$ cat config.mk
export PLATFORM = sky130hd
export DESIGN_NAME = ipc_top
export DESIGN_NICKNAME = d
export VERILOG_FILES = /design/src/rtl/ipc_pkg.sv /design/src/rtl/ipc_top.sv
export SDC_FILE = /design/constraint.sdc
export NUM_CORES = 1
export LEC_CHECK = 0
export BUFFER_PORTS_ARGS = -buffer_cell sky130_fd_sc_hd__clkbuf_2
export CAP_MARGIN = 25
export CORE_ASPECT_RATIO = 1.75
export CORE_MARGIN = 3
export CORE_UTILIZATION = 55
export CTS_CLUSTER_DIAMETER = 200
export DETAILED_ROUTE_END_ITERATION = 8
export GPL_ROUTABILITY_DRIVEN = 0
export PLACE_DENSITY = 0.78
export SLEW_MARGIN = 20
export SYNTH_ARGS = -nofsm -noshare
export SYNTH_HDL_FRONTEND = slang
export SYNTH_SLANG_ARGS = --single-unit
$ cat constraint.sdc
create_clock -name CLK_I -period 15.2 [get_ports CLK_I]
set_input_delay 3.04 -clock CLK_I [delete_from_list [all_inputs] [get_ports CLK_I]]
set_output_delay 3.04 -clock CLK_I [all_outputs]
set_load 0.02 [all_outputs]
$ cat src/rtl/ipc_pkg.sv
package ipc_pkg;
	// ------------------------------------------------------------
	// Register byte offsets
	// ------------------------------------------------------------
	localparam logic [7:0] OFS_VECTOR = 8'h00;
	localparam logic [7:0] OFS_LEVEL = 8'h04;
	localparam logic [7:0] OFS_REQ = 8'h08;
	localparam logic [7:0] OFS_EDGE = 8'h0C;
	localparam logic [7:0] OFS_PMODE2 = 8'h10;
	localparam logic [7:0] OFS_CPUFLAG = 8'h14;
	localparam logic [7:0] OFS_KEYDIR = 8'h18;
	localparam logic [7:0] OFS_MATCH_EN = 8'h1C;
	localparam logic [7:0] OFS_MATCH0 = 8'h20;
	localparam logic [7:0] OFS_MATCH1 = 8'h24;
	localparam logic [7:0] OFS_MATCH2 = 8'h28;
	localparam logic [7:0] OFS_MATCH3 = 8'h2C;
	localparam logic [7:0] OFS_SPECIAL = 8'h30;
	localparam logic [7:0] OFS_ISP = 8'h34;
	localparam logic [7:0] OFS_USP = 8'h38;
	// ------------------------------------------------------------
	// Field positions and reset values
	// ------------------------------------------------------------
	localparam int POS_IPL = 4;
	localparam int POS_VEC_LVL = 8;
	localparam int POS_EXT4_ROUTE = 6;
	localparam int POS_EXT5_ROUTE = 7;
	localparam logic [15:0] RST_STACK_PTR = 16'h0000;
	localparam logic [2:0] RST_IPL = 3'h0;
	localparam logic [2:0] IPL_SPECIAL = 3'h7;
	localparam logic [2:0] LVL_OFF = 3'h0;
	// ------------------------------------------------------------
	// Source kinds and vector numbers
	// ------------------------------------------------------------
	localparam logic [2:0] KIND_SWI = 3'h0;
	localparam logic [2:0] KIND_MATCH = 3'h1;
	localparam logic [2:0] KIND_NMI = 3'h2;
	localparam logic [2:0] KIND_SHARED = 3'h3;
	localparam logic [2:0] KIND_MASK = 3'h4;
	localparam logic [5:0] VEC_MATCH = 6'h01;
	localparam logic [5:0] VEC_NMI = 6'h02;
	localparam logic [5:0] VEC_SHARED = 6'h03;
	localparam logic [5:0] VEC_MASK_BASE = 6'h10;
	localparam logic [19:0] PC_STEP_SHORT = 20'h00002;
	localparam logic [19:0] PC_STEP_LONG = 20'h00001;
	// ------------------------------------------------------------
	// Accepted interrupt descriptor
	// ------------------------------------------------------------
	typedef struct packed {
		logic [2:0] kind;
		logic [5:0] num;
		logic [2:0] lvl;
		logic [19:0] pc;
	} ipc_take_t;
endpackage : ipc_pkg

$ cat src/rtl/ipc_top.sv
// Operation
// Only highest priority request accepted per sample
// Maskable priority from level; fixed order breaks ties
// Special sources have fixed hardware priority
// Software interrupt always branches to handler
// Accept clears enable, request, loads level
// Re-enabled handler accepts strictly higher levels
// Rejected requests pend; retried after return
// Six external inputs edge triggered, selectable polarity
// Software routes inputs four, five via bits
// Falling nonmaskable pin fires, ignores enable, level
// Nonmaskable pin active only once enabled
// Nonmaskable pin debounced before edge detection
// Low input key pin sets key request
// Key pins wired; held low masks others
// Key request wakes from wait, stop
// Four enabled address compares fire before instruction
// Address match ignores enable flag, level
// Match stacked PC plus two or one
// Three specials share vector, readable detect flags
// Vector read returns info, clears best request
// Both stack pointers reset to zero
// First instruction after reset blocks all interrupts
// Maskable needs enable, request, level above current
// Level zero disables; one to seven rising
// Nonmaskable and shared specials set level seven
// Fixed order table, lower index wins ties
`timescale 1ns/1ps
module ipc_top import ipc_pkg::*; #(
	parameter int NUM_MASK = 8,
	parameter int DEB_CYCLES = 8
) (
	input wire logic CLK_I, // Core clock
	input wire logic SYS_RST_I, // Async reset, high
	input wire logic PSEL_I, // APB select
	input wire logic PENABLE_I, // APB enable
	input wire logic PWRITE_I, // APB direction
	input wire logic [7:0] PADDR_I, // APB address
	input wire logic [31:0] PWDATA_I, // APB write data
	output logic [31:0] PRDATA_O, // APB read data
	output logic PREADY_O, // APB ready
	output logic PSLVERR_O, // APB error
	input wire logic [5:0] EXT_IRQ_I, // External interrupt pins
	input wire logic NMI_N_I, // Nonmaskable pin, low active
	input wire logic [3:0] KEY_N_I, // Key pins, low active
	input wire logic PERIPH_REQ_I, // Peripheral event pulse
	input wire logic WDT_EVT_I, // Watchdog underflow pulse
	input wire logic OSC_EVT_I, // Oscillator stop pulse
	input wire logic VOLT_EVT_I, // Voltage pass pulse
	input wire logic CPU_SAMPLE_I, // Instruction boundary pulse
	input wire logic [19:0] CPU_PC_I, // Next fetch address
	input wire logic CPU_SHORT_I, // Next op is short immediate
	input wire logic SWI_I, // Software interrupt at sample
	input wire logic [5:0] SWI_NUM_I, // Software interrupt number
	input wire logic RETURN_FROM_IRQ_INSTR_I, // Return restores flags
	input wire logic RETURN_FROM_IRQ_INSTR_IFLAG_I, // Restored enable flag
	input wire logic [2:0] RETURN_FROM_IRQ_INSTR_IPL_I, // Restored priority level
	output logic TAKE_O, // Accept pulse
	output ipc_take_t INFO_O, // Accepted descriptor
	output logic IFLAG_O, // Global enable flag
	output logic [2:0] IPL_O, // Processor priority level
	output logic WAKE_O // Wake request pulse
);
	// ------------------------------------------------------------
	// State
	// ------------------------------------------------------------
	logic [3*NUM_MASK-1:0] level_reg;
	logic [NUM_MASK-1:0] req;
	logic [7:0] edge_sel;
	logic nmi_en;
	logic nmi_en_d;
	logic iflag;
	logic [2:0] processor_priority_level;
	logic [3:0] key_dir;
	logic [3:0] match_en;
	logic [19:0] match_addr [4];
	logic [2:0] special;
	logic [15:0] interrupt_stack_pointer;
	logic [15:0] user_stack_pointer;
	logic first_ok;
	logic nmi_pend;
	logic shared_pend;
	logic [5:0] e_s1, e_s2, e_s3;
	logic [2:0] ext_fill;
	logic [3:0] k_s1, k_s2;
	logic key_low_d;
	logic n_s1, n_s2, filt, filt_d;
	logic [$clog2(DEB_CYCLES+1)-1:0] deb_cnt;

	// ------------------------------------------------------------
	// APB decode
	// ------------------------------------------------------------
	wire apb_acc = PSEL_I & PENABLE_I;
	wire apb_done = apb_acc & PREADY_O;
	wire wr = apb_done & PWRITE_I;
	wire rd = apb_done & ~PWRITE_I;
	wire wr_level = wr && PADDR_I == OFS_LEVEL;
	wire wr_req = wr && PADDR_I == OFS_REQ;
	wire wr_edge = wr && PADDR_I == OFS_EDGE;
	wire wr_pm2 = wr && PADDR_I == OFS_PMODE2;
	wire wr_flag = wr && PADDR_I == OFS_CPUFLAG;
	wire wr_kdir = wr && PADDR_I == OFS_KEYDIR;
	wire wr_men = wr && PADDR_I == OFS_MATCH_EN;
	wire wr_spec = wr && PADDR_I == OFS_SPECIAL;
	wire wr_isp = wr && PADDR_I == OFS_ISP;
	wire wr_usp = wr && PADDR_I == OFS_USP;
	wire rd_vec = rd && PADDR_I == OFS_VECTOR;

	// ------------------------------------------------------------
	// Source detection
	// ------------------------------------------------------------
	// Edge select per pin, routing bits gate inputs four and five
	wire [5:0] rise = e_s2 & ~e_s3;
	wire [5:0] fall = ~e_s2 & e_s3;
	wire [5:0] edge_hit = (edge_sel[5:0] & rise) | (~edge_sel[5:0] & fall);
	wire [5:0] route = {edge_sel[POS_EXT5_ROUTE], edge_sel[POS_EXT4_ROUTE], 4'hF};
	// Edges count only once every stage holds a real pin sample, so reset leaves no false edge
	wire [5:0] ext_ev = edge_hit & route & {6{ext_fill[2]}};
	// Key pins form one wired low; only the first low counts
	wire key_low = |(~k_s2 & ~key_dir);
	wire key_ev = key_low & ~key_low_d;
	// Falling filtered pin, or enabling while already low
	wire nmi_ev = nmi_en & ~filt & (filt_d | ~nmi_en_d);
	wire [NUM_MASK-1:0] set_ev = NUM_MASK'({PERIPH_REQ_I, key_ev, ext_ev});
	wire [2:0] spec_ev = {VOLT_EVT_I, OSC_EVT_I, WDT_EVT_I};

	// ------------------------------------------------------------
	// Arbitration
	// ------------------------------------------------------------
	logic [2:0] lvl_f [NUM_MASK];
	logic [2:0] best_idx, any_idx, m_idx;
	logic [2:0] best_lvl, any_lvl;
	logic [3:0] m_hit;
	genvar g;
	generate
		for (g = 0; g < NUM_MASK; g++) begin : g_lvl
			assign lvl_f[g] = level_reg[3*g +: 3];
		end
		for (g = 0; g < 4; g++) begin : g_cmp
			assign m_hit[g] = match_en[g] && match_addr[g] == CPU_PC_I;
		end
	endgenerate

	// Highest level pending source; downward scan lets low index win ties
	always_comb begin
		best_idx = 3'h0;
		best_lvl = LVL_OFF;
		m_idx = 3'h0;
		for (int i = NUM_MASK - 1; i >= 0; i--) begin
			if (req[i] && lvl_f[i] != LVL_OFF && lvl_f[i] >= best_lvl) begin
				best_idx = 3'(i);
				best_lvl = lvl_f[i];
			end
		end
		for (int i = 3; i >= 0; i--) begin
			if (m_hit[i]) begin
				m_idx = 3'(i);
			end
		end
	end
	assign any_idx = best_idx;
	assign any_lvl = best_lvl;

	// Fixed order: software, address match, pin, shared vector, maskable
	wire samp = CPU_SAMPLE_I & first_ok;
	wire hit_match = |m_hit;
	wire take_swi = samp & SWI_I;
	wire take_match = samp & ~SWI_I & hit_match;
	wire pre_nmi = samp & ~SWI_I & ~hit_match;
	wire take_nmi = pre_nmi & nmi_pend;
	wire take_shr = pre_nmi & ~nmi_pend & shared_pend;
	wire mask_ok = iflag && best_lvl > processor_priority_level;
	wire take_mask = pre_nmi & ~nmi_pend & ~shared_pend & mask_ok;
	wire any_take = take_swi | take_match | take_nmi | take_shr | take_mask;

	wire [2:0] t_kind = take_swi ? KIND_SWI : take_match ? KIND_MATCH :
		take_nmi ? KIND_NMI : take_shr ? KIND_SHARED : KIND_MASK;
	wire [5:0] t_num = take_swi ? SWI_NUM_I : take_match ? VEC_MATCH + 6'(m_idx) :
		take_nmi ? VEC_NMI : take_shr ? VEC_SHARED : VEC_MASK_BASE + 6'(best_idx);
	wire [2:0] t_lvl = (take_nmi | take_shr) ? IPL_SPECIAL : take_mask ? best_lvl : processor_priority_level;
	wire [19:0] t_pc = take_match ? CPU_PC_I + (CPU_SHORT_I ? PC_STEP_SHORT : PC_STEP_LONG) : CPU_PC_I;
	wire ipc_take_t next_info = '{kind: t_kind, num: t_num, lvl: t_lvl, pc: t_pc};
	// Level loads on maskable and level seven special accepts, on return and on flag write
	wire [2:0] next_ipl = (take_nmi | take_shr) ? IPL_SPECIAL : take_mask ? best_lvl :
		RETURN_FROM_IRQ_INSTR_I ? RETURN_FROM_IRQ_INSTR_IPL_I : wr_flag ? PWDATA_I[POS_IPL +: 3] : processor_priority_level;
	wire next_iflag = any_take ? 1'b0 : RETURN_FROM_IRQ_INSTR_I ? RETURN_FROM_IRQ_INSTR_IFLAG_I : wr_flag ? PWDATA_I[0] : iflag;

	// Request flags: set beats every clear
	wire [NUM_MASK-1:0] clr_wr = wr_req ? ~PWDATA_I[NUM_MASK-1:0] : '0;
	wire [NUM_MASK-1:0] clr_take = take_mask ? NUM_MASK'(1) << best_idx : '0;
	wire [NUM_MASK-1:0] clr_vec = (rd_vec && any_lvl != LVL_OFF) ? NUM_MASK'(1) << any_idx : '0;
	wire [NUM_MASK-1:0] next_req = (req & ~(clr_wr | clr_take | clr_vec)) | set_ev;
	wire [2:0] next_special = (special & ~(wr_spec ? ~PWDATA_I[2:0] : 3'h0)) | spec_ev;

	// ------------------------------------------------------------
	// Read mux
	// ------------------------------------------------------------
	wire [31:0] vec_word = {21'h0, any_lvl, 2'h0, VEC_MASK_BASE + 6'(any_idx)};
	wire hit_addr = PADDR_I == OFS_VECTOR || PADDR_I == OFS_LEVEL || PADDR_I == OFS_REQ ||
		PADDR_I == OFS_EDGE || PADDR_I == OFS_PMODE2 || PADDR_I == OFS_CPUFLAG ||
		PADDR_I == OFS_KEYDIR || PADDR_I == OFS_MATCH_EN || PADDR_I == OFS_MATCH0 ||
		PADDR_I == OFS_MATCH1 || PADDR_I == OFS_MATCH2 || PADDR_I == OFS_MATCH3 ||
		PADDR_I == OFS_SPECIAL || PADDR_I == OFS_ISP || PADDR_I == OFS_USP;
	wire [31:0] rd_val =
		PADDR_I == OFS_VECTOR ? vec_word :
		PADDR_I == OFS_LEVEL ? 32'(level_reg) :
		PADDR_I == OFS_REQ ? 32'(req) :
		PADDR_I == OFS_EDGE ? {24'h0, edge_sel} :
		PADDR_I == OFS_PMODE2 ? {31'h0, nmi_en} :
		PADDR_I == OFS_CPUFLAG ? {25'h0, processor_priority_level, 3'h0, iflag} :
		PADDR_I == OFS_KEYDIR ? {28'h0, key_dir} :
		PADDR_I == OFS_MATCH_EN ? {28'h0, match_en} :
		PADDR_I == OFS_MATCH0 ? {12'h0, match_addr[0]} :
		PADDR_I == OFS_MATCH1 ? {12'h0, match_addr[1]} :
		PADDR_I == OFS_MATCH2 ? {12'h0, match_addr[2]} :
		PADDR_I == OFS_MATCH3 ? {12'h0, match_addr[3]} :
		PADDR_I == OFS_SPECIAL ? {29'h0, special} :
		PADDR_I == OFS_ISP ? {16'h0, interrupt_stack_pointer} :
		PADDR_I == OFS_USP ? {16'h0, user_stack_pointer} : 32'h0000_0000;

	// ------------------------------------------------------------
	// APB slave: one wait state, response registered
	// ------------------------------------------------------------
	always_ff @(posedge CLK_I or posedge SYS_RST_I) begin
		if (SYS_RST_I) begin
			PREADY_O <= 1'b0;
			PRDATA_O <= 32'h0000_0000;
			PSLVERR_O <= 1'b0;
		end else begin
			PREADY_O <= apb_acc & ~PREADY_O;
			PRDATA_O <= (apb_acc & ~PREADY_O & ~PWRITE_I) ? rd_val : 32'h0000_0000;
			PSLVERR_O <= apb_acc & ~PREADY_O & ~hit_addr;
		end
	end

	// Software configuration registers
	always_ff @(posedge CLK_I or posedge SYS_RST_I) begin
		if (SYS_RST_I) begin
			level_reg <= '0;
			edge_sel <= 8'h00;
			nmi_en <= 1'b0;
			key_dir <= 4'h0;
			match_en <= 4'h0;
			interrupt_stack_pointer <= RST_STACK_PTR;
			user_stack_pointer <= RST_STACK_PTR;
		end else begin
			if (wr_level) level_reg <= PWDATA_I[3*NUM_MASK-1:0];
			if (wr_edge) edge_sel <= PWDATA_I[7:0];
			if (wr_pm2 && PWDATA_I[0]) nmi_en <= 1'b1;
			if (wr_kdir) key_dir <= PWDATA_I[3:0];
			if (wr_men) match_en <= PWDATA_I[3:0];
			if (wr_isp) interrupt_stack_pointer <= PWDATA_I[15:0];
			if (wr_usp) user_stack_pointer <= PWDATA_I[15:0];
		end
	end

	// Match address registers
	always_ff @(posedge CLK_I or posedge SYS_RST_I) begin
		if (SYS_RST_I) begin
			for (int i = 0; i < 4; i++) match_addr[i] <= 20'h00000;
		end else begin
			for (int i = 0; i < 4; i++) begin
				if (wr && PADDR_I == OFS_MATCH0 + 8'(4 * i)) match_addr[i] <= PWDATA_I[19:0];
			end
		end
	end

	// ------------------------------------------------------------
	// Pin synchronisers and debounce
	// ------------------------------------------------------------
	always_ff @(posedge CLK_I or posedge SYS_RST_I) begin
		if (SYS_RST_I) begin
			e_s1 <= 6'h3F;
			e_s2 <= 6'h3F;
			e_s3 <= 6'h3F;
			ext_fill <= 3'h0;
			k_s1 <= 4'hF;
			k_s2 <= 4'hF;
			key_low_d <= 1'b0;
			n_s1 <= 1'b1;
			n_s2 <= 1'b1;
		end else begin
			e_s1 <= EXT_IRQ_I;
			e_s2 <= e_s1;
			e_s3 <= e_s2;
			ext_fill <= {ext_fill[1:0], 1'b1};
			k_s1 <= KEY_N_I;
			k_s2 <= k_s1;
			key_low_d <= key_low;
			n_s1 <= NMI_N_I;
			n_s2 <= n_s1;
		end
	end

	// Filter follows the pin only after it holds for the debounce count
	always_ff @(posedge CLK_I or posedge SYS_RST_I) begin
		if (SYS_RST_I) begin
			filt <= 1'b1;
			filt_d <= 1'b1;
			deb_cnt <= '0;
			nmi_en_d <= 1'b0;
		end else begin
			filt_d <= filt;
			nmi_en_d <= nmi_en;
			if (n_s2 == filt) begin
				deb_cnt <= '0;
			end else if (deb_cnt == $bits(deb_cnt)'(DEB_CYCLES - 1)) begin
				filt <= n_s2;
				deb_cnt <= '0;
			end else begin
				deb_cnt <= deb_cnt + 1'b1;
			end
		end
	end

	// ------------------------------------------------------------
	// Pending state, flags and accept outputs
	// ------------------------------------------------------------
	always_ff @(posedge CLK_I or posedge SYS_RST_I) begin
		if (SYS_RST_I) begin
			req <= '0;
			special <= 3'h0;
			nmi_pend <= 1'b0;
			shared_pend <= 1'b0;
			first_ok <= 1'b0;
			iflag <= 1'b0;
			processor_priority_level <= RST_IPL;
		end else begin
			req <= next_req;
			special <= next_special;
			nmi_pend <= nmi_ev | (nmi_pend & ~take_nmi);
			shared_pend <= (|spec_ev) | (shared_pend & ~take_shr);
			if (CPU_SAMPLE_I) first_ok <= 1'b1;
			iflag <= next_iflag;
			processor_priority_level <= next_ipl;
		end
	end

	// Registered copies of the accept result for the sequencer
	always_ff @(posedge CLK_I or posedge SYS_RST_I) begin
		if (SYS_RST_I) begin
			TAKE_O <= 1'b0;
			INFO_O <= '0;
			IFLAG_O <= 1'b0;
			IPL_O <= RST_IPL;
			WAKE_O <= 1'b0;
		end else begin
			TAKE_O <= any_take;
			if (any_take) INFO_O <= next_info;
			IFLAG_O <= next_iflag;
			IPL_O <= next_ipl;
			WAKE_O <= key_ev;
		end
	end
endmodule : ipc_top

### Word level (Yosys, flattened, before mapping)

Index checks and enable logic that the tools add are counted.

| storage, ports and cells | value |
|---|---|
| register bits | 270 |
| input bits | 94 |

| operators by class | value |
|---|---|
| add/sub/neg operators | 4 |
| order comparisons | 9 |
| equality and inequality tests | 20 |
| shift operators | 1 |
| muxes and demuxes | 61 |
| bitwise operators | 66 |
| reductions and logical operators | 68 |

Operators by type and width:

| cell | count |
|---|---|
| 20-bit two-way mux | 11 |
| 3-bit two-way mux | 30 |
| 20-bit equality test | 4 |
| 24-bit two-way mux | 3 |
| 8-bit by 6-bit equality test with 1-bit output, second input constant | 7 |
| 16-bit two-way mux | 3 |
| 1-bit logical AND | 38 |
| 6-bit bitwise AND | 6 |
| 8-bit by 5-bit equality test with 1-bit output, second input constant | 4 |
| 3-bit nonzero test | 10 |
| 6-bit two-way mux | 4 |
| 8-bit two-way mux | 3 |
| 8-bit OR | 3 |
| 1-bit bitwise AND | 22 |
| 3-bit greater-or-equal comparator | 7 |
| 20-bit by 2-bit adder with 20-bit output | 1 |
| 6-bit NOT | 3 |
| 8-bit by 4-bit equality test with 1-bit output, second input constant | 2 |
| 8-bit NOT | 2 |
| 1-bit logical OR | 14 |
| 1-bit NOT | 13 |
| 8-bit bitwise AND | 1 |
| 8-bit by 3-bit equality test with 1-bit output, second input constant | 1 |
| 8-bit logical NOT | 1 |
| 22 further kinds | 36 |

### Logic depth before layout (Yosys ltp)

Gate-level depths: netlist of the first run.

| logic depth | value |
|---|---|
| word-level depth | 34 |
| mapped depth | 60 |
| depth with buffers taken out | 59 |

### Worst setup path after synthesis of the first run

Ideal clock, no wire load.

| timing path | value |
|---|---|
| path type | register -> register |
| start | register req[7] |
| end | register INFO_O[10] (netlist bit) |
| library setup time | 0.125 ns |
| arrival time | 11.171 ns |
| data required time | 15.075 ns |
| setup slack | 3.904 ns |
| cell stages (with the launch flop) | 58 |
| cells stage by stage | dfrtp_1 and2_1 ha_1 nor2b_1 o21a_1 nor2_1 mux2_2 ha_1 nor2b_1 o32ai_1 o221a_2 mux2_4 ha_1 nand2b_1 a21boi_0 o21ai_0 o31ai_1 o21ai_0 [22 not listed] a41oi_2 o21ai_0 ha_1 nand2b_1 a21o_1 a21oi_1 nor2b_1 o31ai_1 mux2i_1 inv_1 ha_1 nand2_1 or4_1 a2bb2oi_4 and3_4 inv_4 buf_6 mux2_4 |

| between the ends | value |
|---|---|
| longest elaborated chain between the ends | 28 |

RTL lines:

| what | line | source |
|---|---|---|
| start: declaration | ipc_top.sv:68 | `logic [NUM_MASK-1:0] req;` |
| start signal: assignment | ipc_top.sv:329 | `req <= next_req;` |
| 1-bit logical AND (*) (2 in a row) | ipc_top.sv:150 | `if (req[i] && lvl_f[i] != LVL_OFF && lvl_f[i] >= best_lvl) begin` |
| 3-bit two-way mux (*) | ipc_top.sv:150 |  |
| 3-bit greater-or-equal comparator | ipc_top.sv:150 |  |
| 1-bit logical AND | ipc_top.sv:150 |  |
| 3-bit two-way mux (*) | ipc_top.sv:150 |  |
| 3-bit greater-or-equal comparator | ipc_top.sv:150 |  |
| 1-bit logical AND | ipc_top.sv:150 |  |
| 3-bit two-way mux (*) | ipc_top.sv:150 |  |
| [11 not listed] | -- |  |
| 3-bit two-way mux (*) | ipc_top.sv:150 |  |
| 3-bit greater-or-equal comparator | ipc_top.sv:150 |  |
| 1-bit logical AND | ipc_top.sv:150 |  |
| 3-bit two-way mux (*) | ipc_top.sv:150 |  |
| 3-bit > comparator (*) | ipc_top.sv:172 | `wire mask_ok = iflag && best_lvl > processor_priority_level;` |
| 1-bit logical AND (*) | ipc_top.sv:172 |  |
| 1-bit bitwise AND (*) | ipc_top.sv:173 | `wire take_mask = pre_nmi & ~nmi_pend & ~shared_pend & mask_ok;` |
| 1-bit OR (*) | ipc_top.sv:174 | `wire any_take = take_swi \| take_match \| take_nmi \| take_shr \| take_mask;` |
| end signal: assignment | ipc_top.sv:349 | `if (any_take) INFO_O <= next_info;` |
| end: declaration | ipc_top.sv:59 | `output ipc_take_t INFO_O,` |

Mark *: on every way between the ends. The rest lies on a longest branch, timed or not.
A chain may end at the register's enable or synchronous reset.

### Worst setup path in the final report of the first run

| timing path | value |
|---|---|
| start | register req[7] |
| end | register INFO_O[18] (netlist bit) |

Same word-level chain as after synthesis.

==> results.cfg, run 1 <==
[status]
status = finished clean

[floorplanning]
ios = 166
die_y_um = 218
core_um2 = 24900
die_area_um2 = 27600
initial_utilization_pct = 56.5
chipWidth_um = 127
num_rows = 76

[sta]
fin_setup_tns_ns = 0
layout_min_cycle_time_ns = 13.22
maxSlewViolCount = 0
setup_viol = 0
hold_viol = 0
timing.hold.ws_ns = 0.347
tightest_slew_ns = 0.988
fmax_ghz = 0.0756
rsz0062_at_grt = false
fin_crit_sh_pct = 87.0
relSlewSlack_pct = 34.0
clock-skew-final_ns = 0.0146

[power_and_ir_drop]
leakagePower_nw = 7.46
powerDensity_nw_per_um2 = 99.7
ir_drop_mv = 0.0965
fin_total_pwr_mw = 1.59

[yosys]
synth-compound-area-share_pct = 13.4
synth_fa_ha_area_share_pct = 1.81
synth_cell_types = 77
synthArstFlopShare_pct = 100
synth_simple_gate_area_share_pct = 11.7
synthFlopType = dfrtp_1
syn_area_per_cell_um2 = 10.7
synth_top_family_by_area = multiplexers
seq_area_frac_synth_pct = 48.2
yosys_warnings = 0
synth_seq_cells = 270
synth_edf_count = 0
yosys-mux-area-fraction_pct = 15.0
synthXorXnorAreaFrac_pct = 6.22
syn_inst = 1311
synth_area_um2 = 14100

[global_route]
grt_first_pass_wirelength_mm = 62.6
antenna_found_initial = 0
grt_pass1_vias = 11500
grt_start_max_net_pins = 106
grt-ovfl-total = 0
track_usage_pct = 29.0

[clocking]
hold_buffers = 0
cts_resized = 0
cts_buffers = 26
cts.clk_slew.worst_paths_ns = 0.06
cts_tree = built
clock-sinks = 270
clk_root_buffer_cell = clkbuf_16
h-tree-depth = 1
clock_latency_ns = 0.55
cts_setup_buffers = 0
clockBufferDepth = 3

[critical_path]
endpoint_kind = register
cp.required_ns = 15.63
start_kind = register
cp_slowest_stage_delay_ns = 0.62
rrSetupSlack_ns = 1.98
cp-startpoint = req[7]
r2r_cells = 57
cp.arrival_ns = 13.65
worst-setup-path-type = reg -> reg
r2r-start = req[7]
cpMostUsedCell = ha_1
slowest_stage = mux2i_1
critPathMaxFanout = 25
r2r_end = INFO_O[18]

[route]
wirelength_mm = 40.2
drc = 0
firstDrtPassIters = 6
drt-wirelength-per-cell_um = 22.8
vias = 11200
antenna_left = 0
vias_per_cell = 6.35
dr.first_iter.drc_count = 1182

[cells_and_area]
nets = 1544
drive_gt1_share_pct = 29.2
top_regs = match_addr x80, INFO_O x32
largest_reg_flops = 80
antenna_cells = 0
top_register = match_addr
syn_to_final_growth_pct = 12.9
final_util_pct = 63.9

[worst_hold_path]
min_to = ext_fill[2]
hold_class = reg -> reg
min_from = ext_fill[1]
min_path_cells = 0

[placed_design]
io_buffer_count = 149
dp_hpwl_mm = 29.2

[flow_run]
cap_violations = 0
report_power, final:
part,internal (mW),switching (mW),leakage (nW)
combinational,0.0548,0.0955,3.57
sequential,0.747,0.0170,3.45
clock,0.392,0.280,0.439
total,1.19,0.392,7.46
worst max-delay path by stage:
stage | cells past startpoint | slack, ns | to
floorplan | 57 | 3.90 | INFO_O[10]
global placement | 56 | 2.56 | INFO_O[18]
detailed placement | 57 | 2.23 | INFO_O[18]
CTS | 57 | 2.15 | INFO_O[18]
global route | 57 | 1.08 | INFO_O[18]
finish | 57 | 1.98 | INFO_O[18]
cell usage in the layout, fill, tap and decap left out, drive strengths merged, types with 9 or more instances in the layout:
| cell | count |
|---|---|
| a22o | 11 |
| a222oi | 10 |
| o211ai | 11 |
| mux2i | 12 |
| inv | 46 |
| mux2 | 170 |
| a221oi | 13 |
| nor2 | 72 |
| ha | 18 |
| conb | 9 |
| nor3 | 14 |
| xnor2 | 80 |
| a221o | 9 |
| clkbuf | 186 |
| dfrtp | 240 |
| a21oi | 68 |
| dfstp | 30 |
| nand2 | 112 |
| nand4 | 23 |
| o21ai | 82 |
| buf | 12 |
| o221ai | 11 |
| nor4 | 12 |
| and3 | 16 |
| nand3 | 34 |
| nand2b | 14 |
| xor2 | 20 |
| and2 | 10 |
cells by family (layout without fill, tap and decap cells):
kind of cell             count (synthesis)  count (layout)
XOR/XNOR                               100             100
other                                    2               9
flip-flops                             270             270
AND/OR/NAND/NOR                        340             340
adder cells (fa/ha/maj)                 20              20
multiplexers                           182             182
buffers and inverters                  122             254
AO/OA/AOI/OAI                          275             275
critical path: cells and delay by family, from the launching register on:
| kind | cells | cell delay, ns |
|---|---|---|
| adder cells (fa/ha/maj) | 8 | 2.32 |
| AO/OA/AOI/OAI | 19 | 4.00 |
| flip-flops | 1 | 0.50 |
| buffers and inverters | 3 | 0.53 |
| AND/OR/NAND/NOR | 20 | 2.89 |
| multiplexers | 7 | 2.81 |
final cells by class:
cell class | instances | area (µm²)
Fill cell | 1957 | 9000
Sequential cell | 270 | 6790
Multi-Input combinational cell | 926 | 6810
Clock buffer | 37 | 783
Inverter | 46 | 183
Tap cell | 312 | 390
Clock inverter | 10 | 105
Timing Repair Buffer | 161 | 841
synthesized netlist by cell type, types with 3 or more instances:
| cell | number | area share [%] |
|---|---|---|
| o31ai_1 | 8 | 0.43 |
| mux2_2 | 145 | 12 |
| xor2_1 | 20 | 1.2 |
| nand4_1 | 23 | 1.0 |
| nand3_1 | 34 | 1.2 |
| and2_1 | 7 | 0.31 |
| nor2_1 | 72 | 1.9 |
| a21oi_1 | 67 | 2.4 |
| a21o_1 | 8 | 0.43 |
| mux2_4 | 20 | 2.1 |
| a22o_1 | 11 | 0.68 |
| a221o_1 | 9 | 0.64 |
| a32o_1 | 3 | 0.21 |
| and4_1 | 3 | 0.19 |
| clkbuf_1 | 56 | 1.5 |
| or2_2 | 5 | 0.22 |
| o21a_1 | 5 | 0.27 |
| and3_1 | 15 | 0.67 |
| a41oi_1 | 3 | 0.19 |
| mux2_1 | 5 | 0.40 |
| nor3_1 | 14 | 0.50 |
| a221oi_1 | 13 | 0.81 |
| o211ai_1 | 11 | 0.59 |
| o2bb2ai_1 | 3 | 0.19 |
| dfrtp_1 | 240 | 43 |
| nor4_1 | 12 | 0.53 |
| o221ai_1 | 11 | 0.68 |
| nand3b_1 | 4 | 0.21 |
| inv_1 | 45 | 1.2 |
| o21ai_0 | 78 | 2.8 |
| a222oi_1 | 10 | 0.71 |
| nand2b_1 | 14 | 0.62 |
| xnor2_1 | 80 | 5.0 |
| nand2_1 | 112 | 3.0 |
| a211oi_1 | 5 | 0.27 |
| mux2i_1 | 12 | 0.85 |
| o21ai_1 | 3 | 0.11 |
| or3_1 | 5 | 0.22 |
| buf_1 | 8 | 0.21 |
| nor2b_1 | 7 | 0.31 |
| dfstp_2 | 30 | 5.6 |
| o22ai_1 | 4 | 0.18 |
| buf_4 | 10 | 0.53 |
| ha_1 | 18 | 1.6 |
per-layer routing:
layer  global-route usage (%)  share of wire (%)  vias to the layer above
met5                        0                  0                        -
met4                     21.2                8.3                        0
met3                     4.49                6.9                      165
met2                     47.9                 48                      556
met1                     34.0                 37                     5529
li1                         -                  -                     4946
through the flow:
stage	setup slack [ns]	instance area [µm²]	instances
floorplan	3.90	14100	1318
global placement	2.56	15000	1714
detailed placement	2.23	15000	1714
CTS	2.15	15900	1761
global route	1.08	15900	1762
finish	1.98	15900	1762
(Power assumes the default switching activity.)
==> run 2: changes to the inputs <==
==> constraint.sdc (replaced) <==
create_clock -name CLK_I -period 12.7 [get_ports CLK_I]
set_input_delay 2.54 -clock CLK_I [delete_from_list [all_inputs] [get_ports CLK_I]]
set_output_delay 2.54 -clock CLK_I [all_outputs]
set_load 0.02 [all_outputs]
==> run 2 against run 1 <==
Clock-buffer cell count grew 4. Setup slack got worse by 1.4 ns. Clock skew grew 0.011 ns. Combinational power grew 23%. Via count up 0.77%. Utilization increased by 0.88 points. Sequential power increased by 20%. Die area did not move. Critical path depth is 2 lower. Critical path type unchanged.
==> results.cfg, run 2 (synthesis gave the netlist of run 1 again) <==
[cells_and_area]
multi_input_area_um2 = 6910
top_regs = match_addr x80, INFO_O x32
seq_area_um2 = 6800
largest_reg_flops = 80
nets = 1556
final_area_um2 = 16100
num-fill-cells = 1935
top_register = match_addr
drive_gt1_share_pct = 30.1
syn_to_final_growth_pct = 14.5
final_common_cell = dfrtp_1
layout_common_cells = dfrtp_1 (239), clkbuf_2 (149), mux2_2 (145)
antenna_cells = 0

[clocking]
clock-sinks = 270
h-tree-depth = 1
hold_buffers = 0
clockBufferDepth = 3
clk_root_buffer_cell = clkbuf_16
cts.clk_slew.worst_paths_ns = 0.06
cts_tree = built
cts_buffers = 26
clock_latency_ns = 0.55

[sta]
hold_viol = 0
fin_setup_tns_ns = 0
maxSlewViolCount = 0
clock-skew-final_ns = 0.0253
layout_min_cycle_time_ns = 12.08
fmax_ghz = 0.0828
setup_viol = 0
fin_crit_sh_pct = 95.1
tightest_slew_ns = 1.02
timing.hold.ws_ns = 0.350
relSlewSlack_pct = 31.4

[critical_path]
r2r_cells = 55
rrSetupSlack_ns = 0.62
r2r_end = INFO_O[18]
start_kind = register
endpoint_kind = register
critPathMaxFanout = 13
cpMostUsedCell = ha_1
cp.arrival_ns = 12.50
r2r-start = req[7]
slowest_stage = dfrtp_2
worst-setup-path-type = reg -> reg
cp_slowest_stage_delay_ns = 0.47
cp.required_ns = 13.12

[power_and_ir_drop]
leakagePower_nw = 7.53
powerDensity_nw_per_um2 = 118
fin_total_pwr_mw = 1.91
ir_drop_mv = 0.122

[route]
dr.first_iter.drc_count = 1226
wirelength_mm = 41.2
antenna_left = 0
drc = 0
firstDrtPassIters = 8
vias = 11300
drt-wirelength-per-cell_um = 23.2
vias_per_cell = 6.36

[global_route]
grt-ovfl-total = 0
gr-usage-met3_pct = 4.14
antenna_found_initial = 0
met1_usage_pct = 35.0
track_usage_pct = 29.4
use_met2_pct = 48.2
grt_pass1_vias = 11400
grt_start_max_net_pins = 120
grt_most_used_layer = met2
grt_first_pass_wirelength_mm = 63.4

[worst_hold_path]
min_path_cells = 0
min_to = ext_fill[2]
hold_class = reg -> reg
min_from = ext_fill[1]

[placed_design]
io_buffer_count = 149
dp_hpwl_mm = 29.6
place_area_um2 = 15000

[floorplanning]
die_y_um = 218
chipWidth_um = 127
core_um2 = 24900
ios = 166
num_rows = 76
initial_utilization_pct = 56.5
die_area_um2 = 27600

[flow_run]
cap_violations = 0

[status]
status = finished clean
-- run 2: cell count changes in the layout (fill, tap and decap cells not counted), moves of 2 or more --
cell,previous run,this run
buf_4,9,22
buf_6,2,0
clkbuf_1,3,10
clkbuf_8,7,4
clkinv_2,6,1
clkinv_8,0,2
nor2b_1,7,5
nor2b_2,0,2
-- run 2: metrics by stage --
| step | setup WS, ns | util [%] | std cells |
|---|---|---|---|
| after CTS | 0.0176 | 63.9 | 1764 |
| final | 0.622 | 64.7 | 1775 |
| after global placement | 0.396 | 60.3 | 1716 |
| after global routing | -0.168 | 64.7 | 1775 |
| after detailed placement | 0.0601 | 60.3 | 1716 |
| after floorplan | 1.40 | - | 1318 |
-- run 2: worst max path at each step --
stage,startpoint,cells after the start,slack (ns),to
2_1_floorplan,req[7],57,1.40,INFO_O[10]
3_3_place_gp,req[7],56,0.40,INFO_O[18]
3_5_place_dp,req[7],56,0.06,INFO_O[18]
4_1_cts,req[7],56,0.02,INFO_O[18]
5_1_grt,req[7],56,-0.17,INFO_O[24]
6_report,req[7],55,0.62,INFO_O[18]
-- run 2: report_power, final --
| group | leakage, nW | switching, mW | internal, mW | total [mW] |
|---|---|---|---|---|
| combinational | 3.65 | 0.117 | 0.0675 | 0.185 |
| clock | 0.426 | 0.332 | 0.477 | 0.810 |
| sequential | 3.45 | 0.0211 | 0.895 | 0.916 |
| total | 7.53 | 0.471 | 1.44 | 1.91 |
-- run 2: final cells by class --
type	instances	share of cell area, %
tap	312	2.42
clock buffer	41	4.76
timing repair buffer	172	5.82
timing repair inverter	1	0.101
multi-input combinational	926	42.8
sequential	270	42.1
clock inverter	7	0.752
inverter	46	1.19
-- run 2: timing repair --
item,4_1_cts,5_1_grt
buffers inserted,0,9
setup endpoints to repair,0,45
gates resized for setup,0,21
-- run 2: per-layer routing --
layer / wire length, µm / up-vias
li1: - / 4968
met1: 14800 / 5506
met2: 19600 / 620
met3: 3150 / 188
met4: 3660 / 0
met5: 0 / -
-- run 2: worst max-delay path, delay by kind of cell (launching register included) --
kind	cells	cell delay, ns
AOI/OAI and AO/OA	17	3.34
adders and majority gates	8	2.25
buffers and inverters	4	0.39
DFF	1	0.47
muxes	8	2.69
and+or+nand+nor	18	2.76
==> run 3: changes to the inputs <==
--- a/config.mk
+++ b/config.mk
@@ -8,7 +8,7 @@
 export BUFFER_PORTS_ARGS = -buffer_cell sky130_fd_sc_hd__clkbuf_2
 export CAP_MARGIN = 25
 export CORE_ASPECT_RATIO = 1.75
-export CORE_MARGIN = 3
+export CORE_MARGIN = 10
 export CORE_UTILIZATION = 55
 export CTS_CLUSTER_DIAMETER = 200
 export DETAILED_ROUTE_END_ITERATION = 8
==> run 3 against run 2 <==
Cell area rose by 0.19%. Clock-buffer cell count did not move. Global-route usage fell by 4.1 points. Sequential share of layout area fell by 0.078 points. Final cell count rose by 0.28%. Hold slack improved by 0.0027 ns. First-iteration DRC count fell by 3.3%. Register-to-register slack barely moved. Power fell by 0.26%. Fmax barely moved. Non-clock buffer count rose by 1. Critical path type unchanged. Critical endpoint is now INFO_O[25]. Largest power group unchanged.
==> results.cfg, run 3 (synthesis gave the netlist of run 1 again) <==
[status]
status = finished clean

[floorplanning]
die_y_um = 232
die_area_um2 = 32700
initial_utilization_pct = 55.8
num_rows = 77
core_um2 = 25200
ios = 166
chipWidth_um = 141

[global_route]
antenna_found_initial = 0
grt_start_max_net_pins = 148
grt_pass1_vias = 11600
track_usage_pct = 25.3
grt_first_pass_wirelength_mm = 65.1
grt-ovfl-total = 0

[clocking]
cts_buffers = 26
clk_root_buffer_cell = clkbuf_16
clockBufferDepth = 3
h-tree-depth = 1
clock-sinks = 270
cts.clk_slew.worst_paths_ns = 0.07
clock_latency_ns = 0.56
cts_tree = built

[sta]
setup_viol = 0
relSlewSlack_pct = 32.6
maxSlewViolCount = 0
tightest_slew_ns = 1.00
clock-skew-final_ns = 0.0232
fmax_ghz = 0.0828
fin_crit_sh_pct = 95.1
hold_viol = 0
layout_min_cycle_time_ns = 12.08

[cells_and_area]
final_util_pct = 64.0
top_regs = match_addr x80, INFO_O x32
nets = 1557
layout_common_cells = dfrtp_1 (239), clkbuf_2 (149), mux2_2 (145)
syn_to_final_growth_pct = 14.7
largest_reg_flops = 80
drive_gt1_share_pct = 30.5
final_common_cell = dfrtp_1
num-fill-cells = 2002
final_cell_count_no_fill = 1780
antenna_cells = 0
top_register = match_addr

[power_and_ir_drop]
ir_drop_mv = 0.106
leakagePower_nw = 7.55
powerDensity_nw_per_um2 = 118

[flow_run]
cap_violations = 0

[critical_path]
slowest_stage = or4_1
start_kind = register
rrSetupSlack_ns = 0.62
cp.arrival_ns = 12.52
critPathMaxFanout = 12
endpoint_kind = register
cp_slowest_stage_delay_ns = 0.47
cpMostUsedCell = ha_1
worst-setup-path-type = reg -> reg
cp.required_ns = 13.14

[placed_design]
dp_hpwl_mm = 30.8
dp_cells = 1720
io_buffer_count = 149

[route]
drc = 0
wirelength_mm = 42.6
firstDrtPassIters = 7
vias_per_cell = 6.42
drt-wirelength-per-cell_um = 23.9
vias = 11400
dr.first_iter.drc_count = 1185
antenna_left = 0

[worst_hold_path]
hold_class = reg -> reg
[run 3: routing by layer]
metal	wire, µm	global-route usage, %	up-vias	share of wire (%)
li1	-	-	4980	-
met1	15300	28.4	5658	36
met2	20700	41.8	608	48
met3	3420	5.47	177	8.0
met4	3240	17.6	0	7.6
met5	0	0	-	0
[run 3: area by class of cell]
cell class	instances	area (µm²)	area share, %
tap	316	395	2.45
timing repair inverter	1	11.3	0.0697
clock inverter	7	68.8	0.426
inverter	46	193	1.19
multi-input combinational	926	6930	42.9
clock buffer	41	820	5.07
sequential	270	6800	42.1
timing repair buffer	173	946	5.85
[run 3: worst max-delay path: cells and delay by family (launching register included)]
kind,cells,cell delay (ns)
and+or+nand+nor,18,2.79
buffers and inverters,2,0.26
DFF,1,0.44
muxes,7,2.39
AOI/OAI and AO/OA,19,3.81
adders and majority gates,8,2.25
[run 3: repair_timing]
item / CTS / global route
setup endpoints to repair: 12 / 45
setup buffers: 0 / 10
endpoints found under the hold margin: 0 / 0
hold buffers: 0 / 0
pin swaps: 0 / 5
gates cloned: 0 / 1
gates resized for setup: 1 / 19
[run 3: power breakdown]
part	switching, mW	internal [mW]
sequential	0.0206	0.895
combinational	0.119	0.0675
clock	0.340	0.464
total	0.479	1.43
[run 3: final timing paths]
| check | from | to | depth (start not counted) |
|---|---|---|---|
| setup reg to reg | req[7] | INFO_O[25] | 54 |
| min in group asynchronous | SYS_RST_I | match_addr[25] | 2 |
| hold / removal | ext_fill[0] | ext_fill[1] | 0 |
| max in group asynchronous | SYS_RST_I | match_addr[66] | 4 |
| setup / recovery | req[7] | INFO_O[25] | 54 |
| hold reg to reg | ext_fill[0] | ext_fill[1] | 0 |
[run 3: metrics by stage]
step / power [mW] / worst slack, ns / hold slack, ns / TNS [ns] / cell area [µm²]
floorplan: 1.04 / 1.40 / 0.331 / 0 / 14100
global placement: 1.11 / 0.387 / 0.332 / 0 / 15000
detailed placement: 1.11 / 0.0503 / 0.342 / 0 / 15000
CTS: 1.91 / 0.0512 / 0.356 / 0 / 15900
global route: 1.97 / -0.132 / 0.357 / -2.18 / 16200
finish: 1.91 / 0.621 / 0.353 / 0 / 16200
